<file path="src/include/mcs_pkg.sv">
// Function
// - the sample phase restarts when the sync reset is released, so all converters line up.
// - after power-on the single-ended sync reset input is selected, select bit 14 low.
// - with select bit 14 set, the sync reset is taken from the differential pair.
// - the sync reset may be asserted at any time, unaligned to the sample clock.
// - release is aligned to a rising edge; the phase restarts at the next falling edge (here one rising-edge restart cycle stands in).
// - valid data is delayed by an amount that grows with the sync reset pulse length.
package mcs_pkg;
  localparam int unsigned MCS_SEL_BIT      = 14;
  localparam logic        MCS_SEL_RESET    = 1'h0;
  localparam int unsigned MCS_PHASE_W      = 1;
  localparam int unsigned MCS_SETTLE_W     = 8;
  localparam logic [7:0]  MCS_SETTLE_BASE  = 8'h04;
  localparam logic [7:0]  MCS_SETTLE_MAX   = 8'hFF;

  typedef struct packed {
    logic       selMeta;
    logic       selSync;
    logic       posMeta;
    logic       posSync;
    logic       pairPMeta;
    logic       pairPSync;
    logic       pairNMeta;
    logic       pairNSync;
    logic       inReset;
    logic [7:0] pulseLen;
    logic [7:0] settleCnt;
    logic       phase;
    logic       dataValid;
    logic       phaseRestart;
  } mcs_state_t;
endpackage : mcs_pkg

</file>
<file path="src/hdl/mcs_sync_reset.sv">
`timescale 1ns/1ps
module mcs_sync_reset
  import mcs_pkg::*;
(
  input  wire logic ref_clk,
  input  wire logic rst,
  input  wire logic differential_sync_reset_select,
  input  wire logic sample_phase_sync_reset,
  input  wire logic sample_phase_sync_reset_p,
  input  wire logic sample_phase_sync_reset_n,
  output logic      syncResetActive,
  output logic      samplePhase,
  output logic      phaseRestart,
  output logic      dataValid
);
  mcs_state_t state_reg;
  mcs_state_t state_next;
  logic       chosen;
  logic       pairLevel;
  logic       phaseNext;
  logic       validNext;
  logic [7:0] pulseNext;
  logic [7:0] settleLoad;
  logic [7:0] settleNext;
  logic       settleDone;

  // pair reads as asserted only with p high and n low, so a grounded
  // pair reads as released
  function automatic logic mcs_pair_level
  (
    input logic posLevel,
    input logic negLevel
  );
    logic level;
    level = posLevel & ~negLevel;
    return level;
  endfunction : mcs_pair_level

  // select low takes single-ended pin only high takes pair
  function automatic logic mcs_pick
  (
    input logic useDiff,
    input logic pairSync,
    input logic singleSync
  );
    logic picked;
    if (useDiff)
    begin
      picked = pairSync;
    end
    else
    begin
      picked = singleSync;
    end
    return picked;
  endfunction : mcs_pick

  // saturates, so a reset held for ages cannot wrap to a short wait
  function automatic logic [7:0] mcs_sat_inc
  (
    input logic [7:0] value
  );
    logic [7:0] result;
    if (value != MCS_SETTLE_MAX)
    begin
      result = value + 8'h01;
    end
    else
    begin
      result = value;
    end
    return result;
  endfunction : mcs_sat_inc

  // wait grows with pulse length, capped at the counter's range
  function automatic logic [7:0] mcs_settle_load
  (
    input logic [7:0] pulse
  );
    logic [7:0] load;
    if (pulse > (MCS_SETTLE_MAX - MCS_SETTLE_BASE))
    begin
      load = MCS_SETTLE_MAX;
    end
    else
    begin
      load = pulse + MCS_SETTLE_BASE;
    end
    return load;
  endfunction : mcs_settle_load

  // stops at zero so valid data stays up until the next sync reset
  function automatic logic [7:0] mcs_count_down
  (
    input logic [7:0] count
  );
    logic [7:0] result;
    if (count != 8'h00)
    begin
      result = count - 8'h01;
    end
    else
    begin
      result = count;
    end
    return result;
  endfunction : mcs_count_down

  // phase parked low while held and in the restart cycle
  function automatic logic mcs_phase_step
  (
    input logic held,
    input logic releasing,
    input logic phaseNow
  );
    logic result;
    if (held || releasing)
    begin
      result = 1'b0;
    end
    else
    begin
      result = ~phaseNow;
    end
    return result;
  endfunction : mcs_phase_step

  // valid drops at once on a reset, rises only once settling is over
  function automatic logic mcs_valid_step
  (
    input logic held,
    input logic done,
    input logic validNow
  );
    logic result;
    if (held)
    begin
      result = 1'b0;
    end
    else if (done)
    begin
      result = 1'b1;
    end
    else
    begin
      result = validNow;
    end
    return result;
  endfunction : mcs_valid_step

  assign pairLevel  = mcs_pair_level(state_reg.pairPSync,
                                     state_reg.pairNSync);
  assign chosen     = mcs_pick(state_reg.selSync, pairLevel,
                               state_reg.posSync);
  assign pulseNext  = mcs_sat_inc(state_reg.pulseLen);
  assign settleLoad = mcs_settle_load(state_reg.pulseLen);
  assign settleNext = mcs_count_down(state_reg.settleCnt);
  assign settleDone = (state_reg.settleCnt == 8'h00);
  assign phaseNext  = mcs_phase_step(chosen, state_reg.inReset,
                                     state_reg.phase);
  assign validNext  = mcs_valid_step(chosen | state_reg.inReset,
                                     settleDone, state_reg.dataValid);

  always_comb
  begin
    state_next = state_reg;
    // only the second flop of each pin is read by logic
    state_next.selMeta      = differential_sync_reset_select;
    state_next.selSync      = state_reg.selMeta;
    state_next.posMeta      = sample_phase_sync_reset;
    state_next.posSync      = state_reg.posMeta;
    state_next.pairPMeta    = sample_phase_sync_reset_p;
    state_next.pairPSync    = state_reg.pairPMeta;
    state_next.pairNMeta    = sample_phase_sync_reset_n;
    state_next.pairNSync    = state_reg.pairNMeta;
    state_next.phaseRestart = 1'b0;
    state_next.phase        = phaseNext;
    state_next.dataValid    = validNext;
    if (chosen)
    begin
      // level seen whenever it arrives, no edge alignment needed
      state_next.inReset  = 1'b1;
      state_next.pulseLen = pulseNext;
    end
    else if (state_reg.inReset)
    begin
      // one clock only: this cycle stands in for the falling-edge resync
      state_next.inReset      = 1'b0;
      state_next.phaseRestart = 1'b1;
      state_next.settleCnt    = settleLoad;
      state_next.pulseLen     = 8'h00;
    end
    else
    begin
      state_next.settleCnt = settleNext;
    end
  end

  always_ff @(posedge ref_clk)
  begin
    if (rst)
    begin
      state_reg.selMeta      <= MCS_SEL_RESET;
      state_reg.selSync      <= MCS_SEL_RESET;
      state_reg.posMeta      <= 1'b0;
      state_reg.posSync      <= 1'b0;
      state_reg.pairPMeta    <= 1'b0;
      state_reg.pairPSync    <= 1'b0;
      state_reg.pairNMeta    <= 1'b0;
      state_reg.pairNSync    <= 1'b0;
      state_reg.inReset      <= 1'b0;
      state_reg.pulseLen     <= 8'h00;
      state_reg.settleCnt    <= 8'h00;
      state_reg.phase        <= 1'b0;
      state_reg.dataValid    <= 1'b0;
      state_reg.phaseRestart <= 1'b0;
    end
    else
    begin
      state_reg <= state_next;
    end
  end

  assign syncResetActive = state_reg.inReset;
  assign samplePhase     = state_reg.phase;
  assign phaseRestart    = state_reg.phaseRestart;
  assign dataValid       = state_reg.dataValid;
endmodule : mcs_sync_reset

</file>
<file path="config.mk">
export PLATFORM = sky130hd
export DESIGN_NAME = mcs_sync_reset
export DESIGN_NICKNAME = d
export VERILOG_FILES = /design/src/include/mcs_pkg.sv /design/src/hdl/mcs_sync_reset.sv
export SDC_FILE = /design/constraint.sdc
export NUM_CORES = 1
export LEC_CHECK = 0
export BUFFER_PORTS_ARGS = -buffer_cell sky130_fd_sc_hd__buf_2
export CELL_PAD_IN_SITES_DETAIL_PLACEMENT = 1
export CELL_PAD_IN_SITES_GLOBAL_PLACEMENT = 1
export CORE_MARGIN = 2
export CORE_UTILIZATION = 40
export CTS_CLUSTER_DIAMETER = 50
export DETAILED_ROUTE_END_ITERATION = 7
export HOLD_SLACK_MARGIN = 0.03
export PLACE_DENSITY_LB_ADDON = 0.1
export SETUP_SLACK_MARGIN = 0.05
export SLEW_MARGIN = 30
export SYNTH_ARGS = -nofsm -noshare
export SYNTH_HDL_FRONTEND = slang
export SYNTH_SLANG_ARGS = --single-unit
</file>
<file path="constraint.sdc">
create_clock -name ref_clk -period 2.9 [get_ports ref_clk]
set_input_delay 0.145 -clock ref_clk [delete_from_list [all_inputs] [get_ports ref_clk]]
set_output_delay 0.145 -clock ref_clk [all_outputs]
set_load 0.01 [all_outputs]
</file>
==> qor.yml <==
max_freq_ghz: 0.509
hold_violations: 0
final_nets: 193
rrSetupSlack_ps: 940
crit_path_max_incr_delay_ps: 560
ff2ff_path_depth: 6
grt_usage_pct: 20.3
hold_depth: 2
synth-main-ff-cell: "dfxtp_1"
die_area_mm2: 0.00408
syn_area_mm2: 0.00143
synth_edf_count: 0
syn_nets: 179
cp-start-kind: "register"
area_delta_synth_final_pct: 12.8
avgSynthCellArea_um2: 8.53
leakage_nw: 0.578
yosys.area.top_type_share_pct: 39.1
layoutNonFillerInstCount: 227
post-dp-hpwl_mm: 2.70
cts.sinks: 28
final_util_pct: 47.7
drt_iter0_markers: 32
pwr-share-seq_pct: 43.5
drtAntennaViolNets: 0
io_buffers: 9
status: "finished, final reports clean"
largest_reg_flops: 20
cts_root_buf: "clkbuf_4"
pwr-share-clk_pct: 23.0
routedWlPerCell_um: 16.4
dp_cells: 219
cts_tree: "yes"
path_clk_slew_ps: 160
path_max_fanout: 5
p_comb_share_pct: 33.5
drtPass1Iterations: 4
intPower_w: 0.000738
period_needed_ps: 1960
grt_max_degree: 24
setup_violations: 0
drc: 0
clock_path_buffers: 2
criticalPathCategory: "reg -> reg"
switching_share_pct: 34.3
cp.required_ps: 3150
antenna_found_initial: 0
clk-insertion-delay-late_ps: 340
synthArstFlopShare_pct: 0
layout-drive-gt1-share_pct: 12.2
worstMarginPinSlew_ps: 673
hold_start: "rst"
synth_seq_cells: 28
start_util_pct: 42.3
pin_count: 10
yosysWarnings: 0
grt_pass1_wl_mm: 6.47
max-slew-margin-rel_pct: 54.5
reg2reg_from: "state_reg[3]"
net-switching-power_w: 0.000386
period_share_pct: 67.7
num_rows: 21
antenna_cells: 0
cts-resized-gates: 0
maxSlewViolCount: 0
synthesis.instances: 168
routabilityCongestion: 0.822
synthTopCellsByArea: "dfxtp_1 39%, nor3_1 4.5%, ha_1 4.4%"
cp_num_buf_inv: 1
cp_top_family: "simple AND/OR/NAND/NOR gates"
post_cts_buffers: 0
end_kind: "register"
pwr_density_cell_mw_per_mm2: 696
yosysUniqueCellTypes: 44
hp-class: "in -> reg"
p_total_w: 0.00112
die_h_um: 63.8
cts-buffers-inserted: 3
synth.largest_area_cell: "dfxtp_1"
via_count: 1344
critical_path.slowest_cell: "nor4b_1"
coreArea_mm2: 0.00339
grt_pass1_vias: 1369
ys_seq_area_share_pct: 39.1
fin_setup_tns_ps: 0
arrival_ps: 2220
cap_violations: 0
htree_levels: 1
drt_wl_total_mm: 3.72
die_w_um: 63.8
overflow: 0
path_cells: "inv_1, ha_1, nor4b_1, and3_1, nor2_1, a221oi_1"
viasPerCell: 5.92
irDropWorstVdd_mv: 0.385
holdPathEnd: "syncResetActive"
r2r_end: "state_reg[5]"
fin_skew_ps: 9.49
rsz0062_at_grt: "false"
final cells by class:
| type | count | area [um^2] |
|---|---|---|
| multi-input cells | 126 | 818 |
| fillers | 423 | 1770 |
| inverters | 9 | 33.8 |
| clock buffers | 3 | 22.5 |
| well taps | 46 | 57.6 |
| flip-flops and latches | 28 | 561 |
| clock inverters | 1 | 30.0 |
| repair buffers | 14 | 92.6 |
cell usage after synthesis (all sizes together), types with 4 or more instances:
library cell	count
a21oi	11
o21ai	12
inv	9
dfxtp	28
or3	4
nand3	8
nor3	13
nor2	7
nor2b	9
ha	5
clkbuf	5
nand2	10
power by group through the flow:
stage | clock network, W | registers, W | logic [W]
final | 0.000259 | 0.000489 | 0.000376
after global routing | 0.000282 | 0.000498 | 0.000424
after CTS | 0.000269 | 0.000488 | 0.000374
after detailed placement | 0 | 0.000496 | 0.000366
after global placement | 0 | 0.000492 | 0.000352
after floorplan | 0 | 0.000485 | 0.000274
routing by layer:
| metal | vias to the layer above | track usage, % | share of wire (%) |
|---|---|---|---|
| met5 | - | 0 | 0 |
| met4 | 0 | 6.79 | 1.3 |
| met3 | 5 | 2.82 | 4.3 |
| met2 | 35 | 34.1 | 48 |
| met1 | 640 | 26.5 | 46 |
| li1 | 664 | - | - |
kinds of logic after synthesis:
logic type,count (synthesis),synth area share [%]
AO/OA/AOI/OAI,50,24.8
XOR/XNOR,1,0.611
adder cells (fa/ha/maj),5,4.37
buffers and inverters,14,3.75
flip-flops,28,39.1
AND/OR/NAND/NOR,70,27.3
repair_timing:
| item | in CTS | in global routing |
|---|---|---|
| endpoints found under the hold margin | 4 | 0 |
| hold buffers | 4 | 0 |
| endpoints found under the setup margin | 0 | 0 |
stage by stage:
stage,hold slack (ps),instance area [um^2],setup WS (ps)
2_1_floorplan,273,1430,1210
3_3_place_gp,352,1520,1140
6_report,209,1620,936
5_1_grt,230,1620,830
4_1_cts,195,1620,1000
3_5_place_dp,361,1520,1020
worst max-delay path by stage:
stage             startpoint             to  cells after the start
6_report        state_reg[3]   state_reg[5]                      6
3_5_place_dp    state_reg[3]   state_reg[5]                      6
4_1_cts         state_reg[3]   state_reg[5]                      6
2_1_floorplan  state_reg[14]  state_reg[16]                      5
5_1_grt         state_reg[3]   state_reg[7]                      6
3_3_place_gp    state_reg[3]   state_reg[5]                      6
worst reg2reg max path: stages (launching register included):
cell and delay (ps):
dfxtp_1 360, inv_1 100, ha_1 150, nor4b_1 560, and3_1 370, nor2_1 90, a221oi_1 260
layout by cell type (no fill, tap or decap), drive strengths merged, types with 3 or more instances in the layout:
| master | count |
|---|---|
| a21oi | 11 |
| or4 | 3 |
| nor2b | 9 |
| or3 | 4 |
| ha | 5 |
| nor3 | 13 |
| nand2 | 10 |
| o21ai | 12 |
| dlygate4sd3 | 4 |
| dfxtp | 28 |
| clkbuf | 3 |
| buf | 10 |
| and3 | 3 |
| inv | 9 |
| nand3 | 8 |
| o31ai | 3 |
| nor2 | 7 |
(Power assumes the default switching activity.)
